$ cat src/hw/dapd_pkg.sv
package dapd_pkg;

  // ---------------------------------------------------------------
  // Register map
  // ---------------------------------------------------------------
  localparam int unsigned DAPD_ADDR_W = 4;
  localparam logic [DAPD_ADDR_W-1:0] DAPD_OFS_CTRL = 4'h0;
  localparam logic [DAPD_ADDR_W-1:0] DAPD_OFS_STATUS = 4'h4;
  localparam logic [DAPD_ADDR_W-1:0] DAPD_OFS_INPUTS = 4'h8;
  localparam logic [DAPD_ADDR_W-1:0] DAPD_OFS_FEATURE = 4'hC;

  // ---------------------------------------------------------------
  // Field layout
  // ---------------------------------------------------------------
  localparam int unsigned DAPD_CTRL_W = 3;
  localparam int unsigned DAPD_CTRL_ROOT_HOLD = 0;
  localparam int unsigned DAPD_CTRL_REALM_HOLD = 1;
  localparam int unsigned DAPD_CTRL_LEGACY_HOLD = 2;
  localparam logic [DAPD_CTRL_W-1:0] DAPD_CTRL_RESET = 3'h7;
  localparam int unsigned DAPD_STAT_HELD_ROOT = 8;
  localparam int unsigned DAPD_STAT_HELD_REALM = 9;
  localparam int unsigned DAPD_STAT_HELD_LEGACY = 10;
  localparam int unsigned DAPD_STAT_CAPTURED = 11;
  localparam int unsigned DAPD_STAT_LEGACY_EFF = 12;
  // Secure, hypervisor, root/realm support; realm stays reported in legacy mode
  localparam logic [31:0] DAPD_FEATURE_VAL = 32'h0000_0007;

  // ---------------------------------------------------------------
  // Bus answers and timing
  // ---------------------------------------------------------------
  localparam logic [1:0] DAPD_RESP_OKAY = 2'h0;
  localparam logic [1:0] DAPD_RESP_SLVERR = 2'h2;
  localparam int unsigned DAPD_PERM_LATENCY = 2;

  // ---------------------------------------------------------------
  // Carriers
  // ---------------------------------------------------------------
  typedef struct packed {
    logic legacy_security_mode;
    logic root_invasive_enable;
    logic realm_invasive_enable;
    logic hyp_noninvasive_enable;
    logic hyp_invasive_enable;
    logic secure_noninvasive_enable;
    logic secure_invasive_enable;
    logic noninvasive_enable;
    logic invasive_enable;
  } dapd_auth_in_t;

  typedef struct packed {
    logic root_inv;
    logic realm_inv;
    logic hyp_noninv;
    logic hyp_inv;
    logic sec_noninv;
    logic sec_inv;
    logic ns_noninv;
    logic ns_inv;
  } dapd_perm_t;

endpackage

$ cat src/hw/dapd_auth_decode.sv
// Behaviour
// NS invasive follows invasive_enable; NS non-invasive is invasive OR non-invasive enable.
// Secure invasive needs both invasive enables; secure non-invasive needs secure and NS terms.
// Hypervisor invasive is hyp_invasive_enable AND invasive_enable.
// Hypervisor non-invasive needs a hypervisor enable and a non-hypervisor enable.
// Root invasive needs invasive, realm, secure and root invasive enables all high.
// Realm invasive is invasive AND realm enables; no root/realm non-invasive output.
// Secure outputs ignore hypervisor enables, hypervisor outputs ignore secure enables.
// Driver avoids secure or non-invasive enable combinations that are invalid.
// Driver must not use the deprecated secure non-invasive combinations.
// Driver avoids invalid hypervisor combinations; device still decodes them by equation.
// System changes root enable effect only during the system reset.
// System captures root enable on leaving reset and distributes it steadily.
// Device may sample root enable only when its own reset releases; with DAPD_CTRL_ROOT_HOLD cleared the device uses the sampled live input.
// System keeps realm enable effect fixed after root firmware is loaded.
// System samples realm enable at reset, resampling only when root firmware allows.
// Device may sample realm enable at reset release, then ignore later changes; with DAPD_CTRL_REALM_HOLD cleared the device follows later changes.
// System orders resets so components capture the fixed root and realm values.
// Device has a legacy_security_mode input selecting realm management on or off.
// Legacy mode ignores root and realm enables and forces those permissions off.
// Device still reports realm management support while legacy mode is set.
// System keeps legacy_security_mode constant after the system reset releases.
// Device captures legacy_security_mode at its own reset release and holds it; with DAPD_CTRL_LEGACY_HOLD cleared the device uses the live input.
// All authentication inputs sampled on the rising edge of the auth clock.
// Input-to-permission latency is fixed by the design and documented.
// Permission outputs registered, and cleared to not permitted during reset.
`timescale 1ns/1ps
module dapd_auth_decode
  import dapd_pkg::*;
#(
  parameter logic [31:0] FEATURE_VAL = DAPD_FEATURE_VAL
) (
  input wire logic aclk,
  input wire logic aresetn,
  input wire logic ce,
  input wire dapd_auth_in_t auth_in,
  output dapd_perm_t perm,
  input wire logic [DAPD_ADDR_W-1:0] s_axi_awaddr,
  input wire logic [2:0] s_axi_awprot,
  input wire logic s_axi_awvalid,
  output logic s_axi_awready,
  input wire logic [31:0] s_axi_wdata,
  input wire logic [3:0] s_axi_wstrb,
  input wire logic s_axi_wvalid,
  output logic s_axi_wready,
  output logic [1:0] s_axi_bresp,
  output logic s_axi_bvalid,
  input wire logic s_axi_bready,
  input wire logic [DAPD_ADDR_W-1:0] s_axi_araddr,
  input wire logic [2:0] s_axi_arprot,
  input wire logic s_axi_arvalid,
  output logic s_axi_arready,
  output logic [31:0] s_axi_rdata,
  output logic [1:0] s_axi_rresp,
  output logic s_axi_rvalid,
  input wire logic s_axi_rready
);

  // ---------------------------------------------------------------
  // State
  // ---------------------------------------------------------------
  typedef struct packed {
    dapd_auth_in_t smp;
    logic cap_pend;
    logic held_root;
    logic held_realm;
    logic held_legacy;
    logic [DAPD_CTRL_W-1:0] ctrl;
    dapd_perm_t perm;
    logic awready;
    logic aw_full;
    logic [DAPD_ADDR_W-1:0] awaddr;
    logic wready;
    logic w_full;
    logic [31:0] wdata;
    logic [3:0] wstrb;
    logic bvalid;
    logic [1:0] bresp;
    logic arready;
    logic rvalid;
    logic [31:0] rdata;
    logic [1:0] rresp;
  } dapd_state_t;

  dapd_state_t state_reg;
  dapd_state_t state_next;

  // ---------------------------------------------------------------
  // Permission equations
  // ---------------------------------------------------------------
  function automatic dapd_perm_t decode_perm(
    input dapd_auth_in_t a,
    input logic root_en,
    input logic realm_en
  );
    dapd_perm_t p;
    p.ns_inv = a.invasive_enable;
    p.ns_noninv = a.invasive_enable | a.noninvasive_enable;
    // Secure terms draw on no hypervisor enable
    p.sec_inv = a.invasive_enable & a.secure_invasive_enable;
    p.sec_noninv = (a.secure_invasive_enable | a.secure_noninvasive_enable) &
                   (a.invasive_enable | a.noninvasive_enable);
    // Hypervisor terms draw on no secure enable
    p.hyp_inv = a.hyp_invasive_enable & a.invasive_enable;
    p.hyp_noninv = (a.hyp_invasive_enable | a.hyp_noninvasive_enable) &
                   (a.invasive_enable | a.noninvasive_enable);
    p.root_inv = a.invasive_enable & realm_en & a.secure_invasive_enable &
                 root_en;
    p.realm_inv = a.invasive_enable & realm_en;
    return p;
  endfunction

  // ---------------------------------------------------------------
  // Register read mux
  // ---------------------------------------------------------------
  function automatic logic [32:0] read_word(
    input logic [DAPD_ADDR_W-1:0] addr,
    input dapd_state_t s,
    input logic legacy_eff,
    input logic [31:0] feature
  );
    logic [32:0] r;
    r = {1'b0, 32'h0000_0000};
    unique case (addr)
      DAPD_OFS_CTRL: begin
        r[DAPD_CTRL_W-1:0] = s.ctrl;
      end
      DAPD_OFS_STATUS: begin
        r[7:0] = s.perm;
        r[DAPD_STAT_HELD_ROOT] = s.held_root;
        r[DAPD_STAT_HELD_REALM] = s.held_realm;
        r[DAPD_STAT_HELD_LEGACY] = s.held_legacy;
        r[DAPD_STAT_CAPTURED] = ~s.cap_pend;
        r[DAPD_STAT_LEGACY_EFF] = legacy_eff;
      end
      DAPD_OFS_INPUTS: begin
        r[8:0] = s.smp;
      end
      DAPD_OFS_FEATURE: begin
        r[31:0] = feature;
      end
      default: begin
        r[32] = 1'b1;
      end
    endcase
    return r;
  endfunction

  // ---------------------------------------------------------------
  // Next-state logic
  // ---------------------------------------------------------------
  logic eff_legacy;
  logic eff_root;
  logic eff_realm;
  logic [32:0] rd_word;

  always_comb begin
    state_next = state_reg;

    // Enables are taken on every edge with ce high
    state_next.smp = auth_in;

    // Capture of root, realm and legacy strap at reset release
    if (state_reg.cap_pend) begin
      state_next.held_root = auth_in.root_invasive_enable;
      state_next.held_realm = auth_in.realm_invasive_enable;
      state_next.held_legacy = auth_in.legacy_security_mode;
      state_next.cap_pend = 1'b0;
    end

    // Held values ignore later input changes until the next reset
    eff_legacy = state_reg.ctrl[DAPD_CTRL_LEGACY_HOLD] ?
                 state_reg.held_legacy :
                 state_reg.smp.legacy_security_mode;
    eff_root = state_reg.ctrl[DAPD_CTRL_ROOT_HOLD] ?
               state_reg.held_root :
               state_reg.smp.root_invasive_enable;
    eff_realm = state_reg.ctrl[DAPD_CTRL_REALM_HOLD] ?
                state_reg.held_realm :
                state_reg.smp.realm_invasive_enable;
    // Legacy mode masks both root and realm enables
    eff_root = eff_root & ~eff_legacy;
    eff_realm = eff_realm & ~eff_legacy;
    // Nothing is granted before the capture has happened
    if (state_reg.cap_pend) begin
      eff_root = 1'b0;
      eff_realm = 1'b0;
    end

    // Second stage: registered permissions
    state_next.perm = decode_perm(state_reg.smp, eff_root, eff_realm);

    // Write address and data, taken in either order
    if (s_axi_awvalid && state_reg.awready) begin
      state_next.aw_full = 1'b1;
      state_next.awaddr = s_axi_awaddr;
    end
    if (s_axi_wvalid && state_reg.wready) begin
      state_next.w_full = 1'b1;
      state_next.wdata = s_axi_wdata;
      state_next.wstrb = s_axi_wstrb;
    end
    // Response once both halves are held
    if (state_next.aw_full && state_next.w_full && !state_reg.bvalid) begin
      state_next.aw_full = 1'b0;
      state_next.w_full = 1'b0;
      state_next.bvalid = 1'b1;
      state_next.bresp = DAPD_RESP_OKAY;
      unique case (state_next.awaddr)
        DAPD_OFS_CTRL: begin
          if (state_next.wstrb[0]) begin
            state_next.ctrl = state_next.wdata[DAPD_CTRL_W-1:0];
          end
        end
        DAPD_OFS_STATUS, DAPD_OFS_INPUTS, DAPD_OFS_FEATURE: begin
          // Read-only words accept and drop the write
          state_next.bresp = DAPD_RESP_OKAY;
        end
        default: begin
          state_next.bresp = DAPD_RESP_SLVERR;
        end
      endcase
    end
    if (state_reg.bvalid && s_axi_bready) begin
      state_next.bvalid = 1'b0;
    end
    state_next.awready = !state_next.aw_full && !state_next.bvalid;
    state_next.wready = !state_next.w_full && !state_next.bvalid;

    // Read channel, one outstanding
    rd_word = read_word(s_axi_araddr, state_reg, eff_legacy, FEATURE_VAL);
    if (s_axi_arvalid && state_reg.arready) begin
      state_next.rvalid = 1'b1;
      state_next.rdata = rd_word[31:0];
      state_next.rresp = rd_word[32] ? DAPD_RESP_SLVERR : DAPD_RESP_OKAY;
    end
    if (state_reg.rvalid && s_axi_rready) begin
      state_next.rvalid = 1'b0;
    end
    state_next.arready = !state_next.rvalid;
  end

  // ---------------------------------------------------------------
  // State register
  // ---------------------------------------------------------------
  always_ff @(posedge aclk) begin
    if (!aresetn) begin
      state_reg <= '0;
      state_reg.cap_pend <= 1'b1;
      state_reg.ctrl <= DAPD_CTRL_RESET;
      state_reg.bresp <= DAPD_RESP_OKAY;
      state_reg.rresp <= DAPD_RESP_OKAY;
    end else if (ce) begin
      state_reg <= state_next;
    end
  end

  // ---------------------------------------------------------------
  // Outputs
  // ---------------------------------------------------------------
  assign perm = state_reg.perm;
  assign s_axi_awready = state_reg.awready;
  assign s_axi_wready = state_reg.wready;
  assign s_axi_bvalid = state_reg.bvalid;
  assign s_axi_bresp = state_reg.bresp;
  assign s_axi_arready = state_reg.arready;
  assign s_axi_rvalid = state_reg.rvalid;
  assign s_axi_rdata = state_reg.rdata;
  assign s_axi_rresp = state_reg.rresp;

endmodule

$ cat config.mk
export PLATFORM = sky130hd
export DESIGN_NAME = dapd_auth_decode
export DESIGN_NICKNAME = d
export VERILOG_FILES = /design/src/hw/dapd_pkg.sv /design/src/hw/dapd_auth_decode.sv
export SDC_FILE = /design/constraint.sdc
export NUM_CORES = 1
export LEC_CHECK = 0
export BUFFER_PORTS_ARGS = -buffer_cell sky130_fd_sc_hd__buf_2
export CAP_MARGIN = 0
export CORE_MARGIN = 10
export CORE_UTILIZATION = 40
export DETAILED_ROUTE_END_ITERATION = 16
export GPL_ROUTABILITY_DRIVEN = 1
export HOLD_SLACK_MARGIN = 0.12
export PLACE_DENSITY = 0.74
export SYNTH_ARGS = -nofsm -noshare
export SYNTH_HDL_FRONTEND = slang
export SYNTH_SLANG_ARGS = --single-unit
$ cat constraint.sdc
create_clock -name aclk -period 2 [get_ports aclk]
set_clock_uncertainty 0.2 [all_clocks]
set_input_delay 0.1 -clock aclk [delete_from_list [all_inputs] [get_ports aclk]]
set_output_delay 0.1 -clock aclk [all_outputs]
set_load 0.02 [all_outputs]
After elaboration in Yosys (flattened, before gate mapping)

Index checks and enable logic that the tools add are counted.

Bits in registers: 88
Input bits: 67
Output and inout bits: 49
Logic and storage cells: 98

Equal/unequal tests: 6
Multiplexer cells: 18
Bitwise operators: 14
Reductions and logical operators: 23

Operators by type and width:

| cell                                                | number |
|---|---|
| 2-to-1 mux 37 bit                                   | 1 |
| 2-to-1 mux 35 bit                                   | 1 |
| equality test 4 bit, second input constant          | 4 |
| one-hot mux 3 bit (4 select lines)                  | 1 |
| one-hot mux 6 bit (2 select lines)                  | 1 |
| AND 1 bit                                           | 9 |
| logical AND 1 bit                                   | 9 |
| 2-to-1 mux 1 bit                                    | 9 |
| equality test 4 x 3 -> 1 bit, second input constant | 2 |
| zero test 4 bit                                     | 2 |
| AND reduction 2 bit                                 | 4 |
| OR reduction 4 bit                                  | 2 |
| zero test 1 bit                                     | 5 |
| 2-to-1 mux 5 bit                                    | 1 |
| 2-to-1 mux 2 bit                                    | 2 |
| 2-to-1 mux 4 bit                                    | 1 |
| AND reduction 4 bit                                 | 1 |
| 2-to-1 mux 3 bit                                    | 1 |
| bitwise OR 1 bit                                    | 3 |
| inverter 1 bit                                      | 2 |

Logic depth before layout (Yosys ltp)

Gate-level depths: netlist of the first run.

Depth in word-level cells: 9
Mapped depth: 6
Mapped depth without buffers: 4

Worst setup path before layout of the first run

OpenSTA, ideal clock, no wires.

Path kind: register to register
Start point: register state_reg, in the netlist s_axi_awready
End point: register state_reg[91] (netlist bit)
Library setup time: 131 ps
Arrival: 1524 ps
Required time: 1669 ps
Setup slack: 145 ps
Cell stages (with the launch flop): 6
Path buffers: 1
Clock period less this slack: 1855 ps
Path through: dfxtp_1 -> buf_6 -> a211o_1 -> a222oi_1 -> and3_1 -> o21ai_1

Longest elaborated chain between the ends: 5
Elaborated cells between the ends (all ways): 6
Classes of those cells: mux: 1; reduce/logical: 5

RTL lines:

| item                                   | RTL line                | source |
|---|---|---|
| start, declared                        | dapd_auth_decode.sv:85  | `dapd_state_t state_reg;` |
| start signal, assigned                 | dapd_auth_decode.sv:254 | `state_reg <= state_next;` |
| logical AND 1 bit *                    | dapd_auth_decode.sv:194 | `if (s_axi_awvalid && state_reg.awready) begin` |
| 2-to-1 mux 5 bit *                     | dapd_auth_decode.sv:194 |  |
| logical AND 1 bit (2 in series)        | dapd_auth_decode.sv:204 | `if (state_next.aw_full && state_next.w_full && !state_reg.bvalid) begin` |
| AND reduction 4 bit (no source line) * | --                      |  |

Mark *: on every way between the ends. The rest lies on a longest branch, timed or not.
A chain may end at the register's enable or synchronous reset.

==> results.md, run 1 <==
- Once detailed placement completed, the half-perimeter wirelength came to 4800 µm.
- The number of global-route vias before repair is between 2000 and 2500.
- For the worst-skew pair, the clock arrives at the later sink with an insertion delay of approximately 0.31 ns.
- For this run, the slowest stage of the critical path takes ~0.55 ns.
- The core box area is about 0.0064 mm².
- Headroom to the max-slew limit came out at between 60% and 70%.
- The first global-routing pass estimated 10300 µm of wire.
- The prevailing post-synth register cell is sky130_fd_sc_hd__dfxtp_1.
- In this run, placement finished with an instance count of between 300 and 400.
- The path class of the tightest hold or removal check is in -> reg.
- The number of cells traversed by the worst register-to-register path is 4.
- The final number of max-transition violations is 0.
- Compared with the post-synthesis result, the final layout area differs by 22.3%.
- The wire length per cell is between 10 and 15 µm.
- The critical path start-end classification is in -> reg.
- The overall power is ~2.2 mW.
- The final net count is 423.
- At the pin with the least slew margin, the transition time is 0.552 ns.
- Combinational logic burns between 10 and 15% of the power.
- For this block, the via count after detailed routing is around 2100.
- Yosys printed 0 warnings.
- The worst setup slack for register-to-register paths is approximately 0.13 ns.
- Setup violations remaining at the end of the flow were counted as 0.
- Per report_power, the sequential group accounts for 52.6% of the total.
- The clock transition time at the flip-flop clock pins of the worst setup and hold paths is approximately 0.09 ns.
- The critical path capture point type is a flop.
- For this run, the register share of the synthesized area comes to roughly 40%.
- The floorplan die area is about 0.010 mm².
- The per-instance average area after synthesis is around 9.4 µm².
- Cells with a size suffix above 1 make up between 20 and 25% of the layout.
- Input and output buffers added on the ports amount to 56.
- Across the whole layout, storage elements account for between 0.001 and 0.0015 mm².
- The routed design could run at a clock period as short as 1.95 ns.
- The final antenna diode count is 0.
- At the end of routability-driven placement, the weighted congestion stood at between 0.7 and 0.8.
- The slowest stage cell on the critical path is sky130_fd_sc_hd__dlygate4sd3_1.
- At the worst endpoint, the required time is ~2.0 ns.
- The count of unique library cells instantiated by Yosys is 38.
- The top cell type's share of synthesized area is 40.4%.
- The total global-route track usage is about 12%.
- The number of synthesized flops with an enable pin is 0.
- For the worst setup path, the data arrival time is 1.94 ns.
- Max-cap violations in this run came to 0.
- The synthesized netlist devotes approximately a fifth of its cell area to simple gates.
- The register bit count reported by yosys is 54.
- The synthesized netlist occupies a cell area of 0.00268 mm².
- Of the total synthesized cell area, the portion taken by full adders, half adders and majority gates is 0%.
- The biggest area consumer among synthesized cells is sky130_fd_sc_hd__dfxtp_1.
- The core utilization of the finished layout is around half.
- The chip height is roughly 100 µm.
- The register with the most flip-flops in the layout has 25 of them.
- The pre-antenna-repair detailed-routing pass consisted of 4 iterations.
- Fill cells in the final layout number 593.
- The parity-gate share of the synthesized area counting xor and xnor cells is 0%.
- CTS placed an instance of sky130_fd_sc_hd__clkbuf_8 at the clock tree root.
- The combinational family with the most area after synthesis is simple AND/OR/NAND/NOR gates.
- The die is 102 µm wide.
- The peak ir drop on the vdd network is 0.277 mV.
- Setup total negative slack on the finished layout was measured at 0 ns.
- The initial antenna violation count was 0.
- The share of cell area taken by muxes after synthesis is 10.7%.
- The count of routing violations after the opening detailed-route iteration is 113.
- In the routed design, unresolved DRC markers number 0.
- The critical path goes through dlygate4sd3_1 -> buf_4 -> buf_4 -> and3_4 -> o211a_1 -> dlygate4sd3_1.
- For this design the total switching power over the nets is ~550 µW.
- The clock tree from TritonCTS is done.
- The initial cell density of the core is about two fifths.
- Timing would allow up to about 0.51 GHz.
- The pin count of the biggest net entering global routing is 21.
- The largest buffer count on any clock path is 2.
- The kind of start point of the critical path is a primary input.
- The final standard cell count with taps included and fillers excluded is ~430.
- The floorplan has 29 rows.
- The number of buffers created by CTS is 5.
- The leakage power total is 1.51 nW.
- The worst hold path was traced through 4 stages.
- The total routed wirelength is about 6500 µm.
- The internal power contribution is approximately 1.6 mW.
- The number of routed nets with antenna violations is 0.
- The total clock sinks is 54.
- The run finished with clean final reports.
- The mean number of vias per cell is 4.93.
- The part of the cycle the worst path needs is between 90% and 100%.
- Ranked by total cell area, the synthesized netlist is headed by sky130_fd_sc_hd__dfxtp_1 (40%), sky130_fd_sc_hd__buf_4 (12%), sky130_fd_sc_hd__mux2i_1 (8.6%), sky130_fd_sc_hd__nor2b_1 (8.4%), sky130_fd_sc_hd__a22oi_1 (2.8%).
- Synthesis produced roughly 290 cells.
- The I/O pin total is 116.
- Buffers added to address setup during post-CTS repair amount to 0.
- The level count of the clock H-tree is 2.
- The power density over cell area is around 660 mW/mm².
- The footprint of the multi-input gates is around 0.0013 mm².
- The number of hold-slack violations in the final timing report was 0.
- Net switching is approximately a quarter of the power.
- By instance count, the leading cell after synthesis is sky130_fd_sc_hd__dfxtp_1.
- In the synthesized netlist the async set-or-reset flop fraction comes to 0%.
- Final hold analysis gives a worst-case slack of about 0.12 ns.
- Setup repair after global routing left no endpoint under its margin.
- The synthesized-area fraction occupied by ao, oa, aoi and oai cells is 15.3%.
- Ranked by instance count, the synthesized netlist is headed by sky130_fd_sc_hd__dfxtp_1 (54), sky130_fd_sc_hd__buf_4 (44), sky130_fd_sc_hd__nor2b_1 (36).
- In this run, the clock network consumes approximately a third of the power.
- Along the worst path, the maximum fanout reaches 11.
- The overflow left after global routing is 0.
[critical path: cells and delay by family]
family                 cells  cell delay, ns
and+or+nand+nor            1            0.17
buffers and inverters      4            1.46
AOI/OAI and AO/OA          1            0.20
[layer usage]
metal  vias up  part of all wire (%)  GRT usage (%)
met3         6                   6.5           2.86
met5         -                     0              0
met2        76                    45           19.1
met1       983                    46           16.1
li1       1073                     -              -
met4         0                   1.7           4.62
[area by class of cell]
type                       instances  area share (%)
timing repair buffer              98            20.9
tap                               77            2.94
clock buffer                       5            2.10
multi-input combinational        193            39.4
sequential                        54            33.0
inverter                           4           0.459
clock inverter                     3            1.22
[per-stage QoR]
stage          area [µm²]  setup slack (ns)
2_1_floorplan        2750             0.145
3_3_place_gp         2810             0.268
3_5_place_dp         2810             0.238
4_1_cts              3260            0.0315
5_1_grt              3270            0.0213
6_report             3270            0.0549
[power by group through the flow]
stage | clock network [mW] | registers [mW] | logic (mW)
finish | 0.718 | 1.14 | 0.309
CTS | 0.737 | 1.14 | 0.304
detailed placement | 0 | 1.16 | 0.258
global placement | 0 | 1.16 | 0.253
floorplan | 0 | 1.16 | 0.212
global route | 0.778 | 1.15 | 0.338
[cell families (layout without fill, tap and decap cells)]
| logic type | Yosys count | after routing |
|---|---|---|
| flip-flops | 54 | 54 |
| AND/OR/NAND/NOR | 86 | 86 |
| other | 1 | 21 |
| buffers and inverters | 59 | 110 |
| AO/OA/AOI/OAI | 58 | 58 |
| multiplexers | 28 | 28 |
[worst paths after layout]
kind                      start             to
setup / recovery             ce   s_axi_rvalid
hold / removal     s_axi_wvalid  state_reg[43]
setup reg to reg  s_axi_awready  state_reg[77]
hold reg to reg         perm[4]        perm[4]
[timing repair]
action,in CTS,in global routing
hold buffers,34,0
resized for setup,0,5
setup endpoints to repair,0,7
hold endpoints to repair,39,0
[placed cells by master (no fill, tap or decap), types with 3 or more instances in the layout]
cell type	n
sky130_fd_sc_hd__nand2_1	16
sky130_fd_sc_hd__o21ai_0	8
sky130_fd_sc_hd__and2_1	4
sky130_fd_sc_hd__a21oi_1	9
sky130_fd_sc_hd__buf_2	55
sky130_fd_sc_hd__clkbuf_8	5
sky130_fd_sc_hd__mux2_2	5
sky130_fd_sc_hd__o221ai_1	3
sky130_fd_sc_hd__dlygate4sd3_1	34
sky130_fd_sc_hd__a21boi_0	9
sky130_fd_sc_hd__a22o_1	6
sky130_fd_sc_hd__nor2_1	5
sky130_fd_sc_hd__dfxtp_1	54
sky130_fd_sc_hd__nor2b_1	36
sky130_fd_sc_hd__inv_1	4
sky130_fd_sc_hd__nand3_1	8
sky130_fd_sc_hd__buf_4	9
sky130_fd_sc_hd__a22oi_1	10
sky130_fd_sc_hd__o21ai_1	3
sky130_fd_sc_hd__mux2i_1	23
sky130_fd_sc_hd__and3_1	4
sky130_fd_sc_hd__conb_1	21
(Power assumes the default switching activity.)
==> run 2, diff against run 1 <==
--- a/config.mk
+++ b/config.mk
@@ -13,6 +13,8 @@
 export GPL_ROUTABILITY_DRIVEN = 1
 export HOLD_SLACK_MARGIN = 0.12
 export PLACE_DENSITY = 0.74
+export SETUP_SLACK_MARGIN = 0.1
+export SLEW_MARGIN = 15
 export SYNTH_ARGS = -nofsm -noshare
 export SYNTH_HDL_FRONTEND = slang
 export SYNTH_SLANG_ARGS = --single-unit
==> run 2 against run 1 <==
Compared with the run above: register-to-register slack improved by 0.09 ns; sequential power about the same; flip-flop and latch count stayed put; cell area down 1.1%; total power decreased by 0.18%; highest routed layer unchanged; critical endpoint is now state_reg[91]; global-route usage decreased by 0.098 points; cell count decreased by 0.46%.
==> results.md, run 2 (same netlist as run 1, synthesis figures left out) <==
- Unrepaired setup endpoints after global routing: true (was false).
- The count of routing violations after the opening detailed-route iteration was 129 (was 113).
- The number of routed nets with antenna violations came to 0 (unchanged).
- The overall power is 2.16 mW (was 2.17 mW).
- The number of buffers and inverters on the critical path is 3 (was 4).
- The I/O pin total came to 116 (unchanged).
- The number of fill cells is 606 (was 593).
- The clock latency on the worst-skew pair came to 0.30 ns (was 0.31 ns).
- The data arrival time of the worst path was 1.81 ns (was 1.94 ns).
- The level count of the clock H-tree is 2 (unchanged).
- The first-pass GRT wire length is 10300 µm (about the same).
- The initial cell density of the core came to 41.7% (unchanged).
- The part of the cycle the worst path needs was 90.7% (was 97.3%).
- The die boundary width is 102 µm (unchanged).
- The number of flip-flops under the largest register name came to 25 (unchanged).
- The share of final-layout standard cells stronger than drive strength 1 is 22.8% (was 23.0%).
- The clock tree from TritonCTS is done (unchanged).
- The clock transition time at the flip-flop clock pins of the worst setup and hold paths is 0.09 ns (about the same).
- The delay contributed by the slowest stage of the critical path came to 0.53 ns (was 0.55 ns).
- The kind of cell adding the most delay to the critical path was buffers and inverters (unchanged).
- The core box area is 0.00642 mm² (unchanged).
- The chip height is 102 µm (unchanged).
- The largest buffer count on any clock path is 2 (unchanged).
- The pin slew with the least headroom to its limit was 0.544 ns (was 0.552 ns).
- The total routed wirelength is 6450 µm (was 6460 µm).
- The total clock sinks came to 54 (unchanged).
- The routability-driven placement congestion ratio is 0.766 (unchanged).
- The final net count is 421 (was 423).
- Leading cell types in the layout, fill and taps excluded: sky130_fd_sc_hd__buf_2 (56), sky130_fd_sc_hd__dfxtp_1 (54), sky130_fd_sc_hd__nor2b_1 (36), sky130_fd_sc_hd__dlygate4sd3_1 (31), sky130_fd_sc_hd__mux2i_1 (23) (was sky130_fd_sc_hd__buf_2 (55), sky130_fd_sc_hd__dfxtp_1 (54), sky130_fd_sc_hd__nor2b_1 (36), sky130_fd_sc_hd__dlygate4sd3_1 (34), sky130_fd_sc_hd__mux2i_1 (23)).
- The critical path capture point type is a flop (unchanged).
- The floorplan die area was 0.0104 mm² (unchanged).
- The layout overhead on the synthesized area is 21.0% (was 22.3%).
- The critical path start-end classification is in -> reg (unchanged).
- The worst hold slack after final layout was 0.113 ns (was 0.119 ns).
- The final number of max-transition violations is 0 (unchanged).
- The number of hold-slack violations in the final timing report came to 0 (unchanged).
- The worst max-slew margin expressed relative to the limit was 63.7% (was 63.1%).
- The pin count of the biggest net entering global routing came to 21 (unchanged).
- The root buffer cell is sky130_fd_sc_hd__clkbuf_8 (unchanged).
- The slowest stage cell on the critical path is sky130_fd_sc_hd__dlygate4sd3_1 (unchanged).
- The post-layout minimum cycle time came to 1.81 ns (was 1.95 ns).
- The timing-limited maximum frequency is 0.552 GHz (was 0.514 GHz).
- The total number of vias came to 2140 (was 2138).
- Run status: finished, final reports clean (unchanged).
- The max-capacitance violation count came to 0 (unchanged).
- The detailed-route DRC error count is 0 (unchanged).
- The data required time of the critical path is 1.99 ns (was 2.00 ns).
- The most common cell after layout, fill and taps aside is sky130_fd_sc_hd__buf_2 (unchanged).
- Cells along the critical path: dlygate4sd3_1 -> buf_2 -> a211o_1 -> a222oi_1 -> buf_4 -> and3_1 -> o21ai_1 (was dlygate4sd3_1 -> buf_4 -> buf_4 -> and3_4 -> o211a_1 -> dlygate4sd3_1).
- The number of buffers created by CTS is 5 (unchanged).
- The number of setup violations in the final report is 0 (unchanged).
- The mean number of vias per cell is 4.95 (was 4.93).
- The wire length per cell came to 14.9 µm (about the same).
- The power density over cell area is 668 mW/mm² (was 662 mW/mm²).
- The kind of start point of the critical path was a primary input (unchanged).
- The port buffer count is 56 (unchanged).
- The overflow left after global routing is 0 (unchanged).
- The initial antenna violation count is 0 (unchanged).
- The detailed-routing iteration count for the pre-antenna-repair pass is 5 (was 4).
- The floorplan row count was 29 (unchanged).
- The number of global-route vias before repair came to 2092 (was 2100).
- The total global-route track usage is 12.2% (was 12.3%).
- The final antenna diode count is 0 (unchanged).
- The setup TNS after final layout was 0 ns (unchanged).
- The core utilization of the finished layout is 50.4% (was 51.0%).
- The classification of the worst-slack hold path is in -> reg (unchanged).
- The peak ir drop on the vdd network is 0.277 mV (about the same).
- The leakage power total is 1.50 nW (was 1.51 nW).
- The biggest fanout along the worst timing path is 7 (was 11).
- The half-perimeter wire length after placement is 4800 µm (unchanged).
run 2: cell count changes in the layout (fill, tap and decap cells not counted):
cell / delta
sky130_fd_sc_hd__nand3_1: +1
sky130_fd_sc_hd__buf_2: +1
sky130_fd_sc_hd__and3_1: +1
sky130_fd_sc_hd__dlygate4sd3_1: -3
sky130_fd_sc_hd__and3_4: -1
sky130_fd_sc_hd__nand3_2: -1
run 2: through the flow:
stage / worst slack (ns) / std cells / area (µm²)
final: 0.187 / 432 / 3240
after global routing: 0.0728 / 432 / 3240
after CTS: 0.140 / 431 / 3230
after detailed placement: 0.238 / 392 / 2810
after global placement: 0.268 / 392 / 2810
after floorplan: 0.145 / 306 / 2750
run 2: area by class of cell:
type / count / area [µm²] / share of cell area, %
flip-flops and latches: 54 / 1080 / 33.4
clock inverters: 3 / 40.0 / 1.24
multi-input cells: 193 / 1280 / 39.5
well taps: 77 / 96.3 / 2.98
inverters: 4 / 15.0 / 0.464
clock buffers: 5 / 68.8 / 2.13
repair buffers: 96 / 658 / 20.3
run 2: timing repair:
item,CTS,global route
gates resized for setup,0,1
hold buffers,31,0
endpoints found under the hold margin,39,0
setup buffers,0,1
setup endpoints to repair,0,6
run 2: path summary, 6_finish.rpt:
kind | cells after the start | endpoint | slack [ns] | start
worst max-delay path | 7 | state_reg[91] | 0.19 | s_axi_awvalid
worst min register to register | 2 | perm[4] | 0.30 | perm[4]
worst max register to register | 4 | state_reg[44] | 0.22 | s_axi_wready
worst min-delay path | 4 | state_reg[43] | 0.11 | s_axi_wvalid
run 2: power breakdown:
| group | internal (mW) | total [mW] | switching (mW) | leakage [nW] |
|---|---|---|---|---|
| registers | 1.11 | 1.14 | 0.0333 | 0.439 |
| logic | 0.142 | 0.307 | 0.165 | 0.998 |
| clock network | 0.369 | 0.717 | 0.348 | 0.0579 |
run 2: metal layers:
metal  share of wire [%]  global-route usage, %  vias to the layer above
li1                    -                      -                     1073
met1                  47                   16.1                      985
met2                  45                   18.9                       75
met3                 6.5                   2.79                        7
met4                 1.8                   4.62                        0
met5                   0                      0                        -
run 2: worst reg2reg max path: stages, from the launching register on:
cell and delay (ns):
sky130_fd_sc_hd__dfxtp_1 0.45, sky130_fd_sc_hd__nand3_2 0.21, sky130_fd_sc_hd__mux2i_1 0.19, sky130_fd_sc_hd__nor2b_1 0.06, sky130_fd_sc_hd__dlygate4sd3_1 0.55
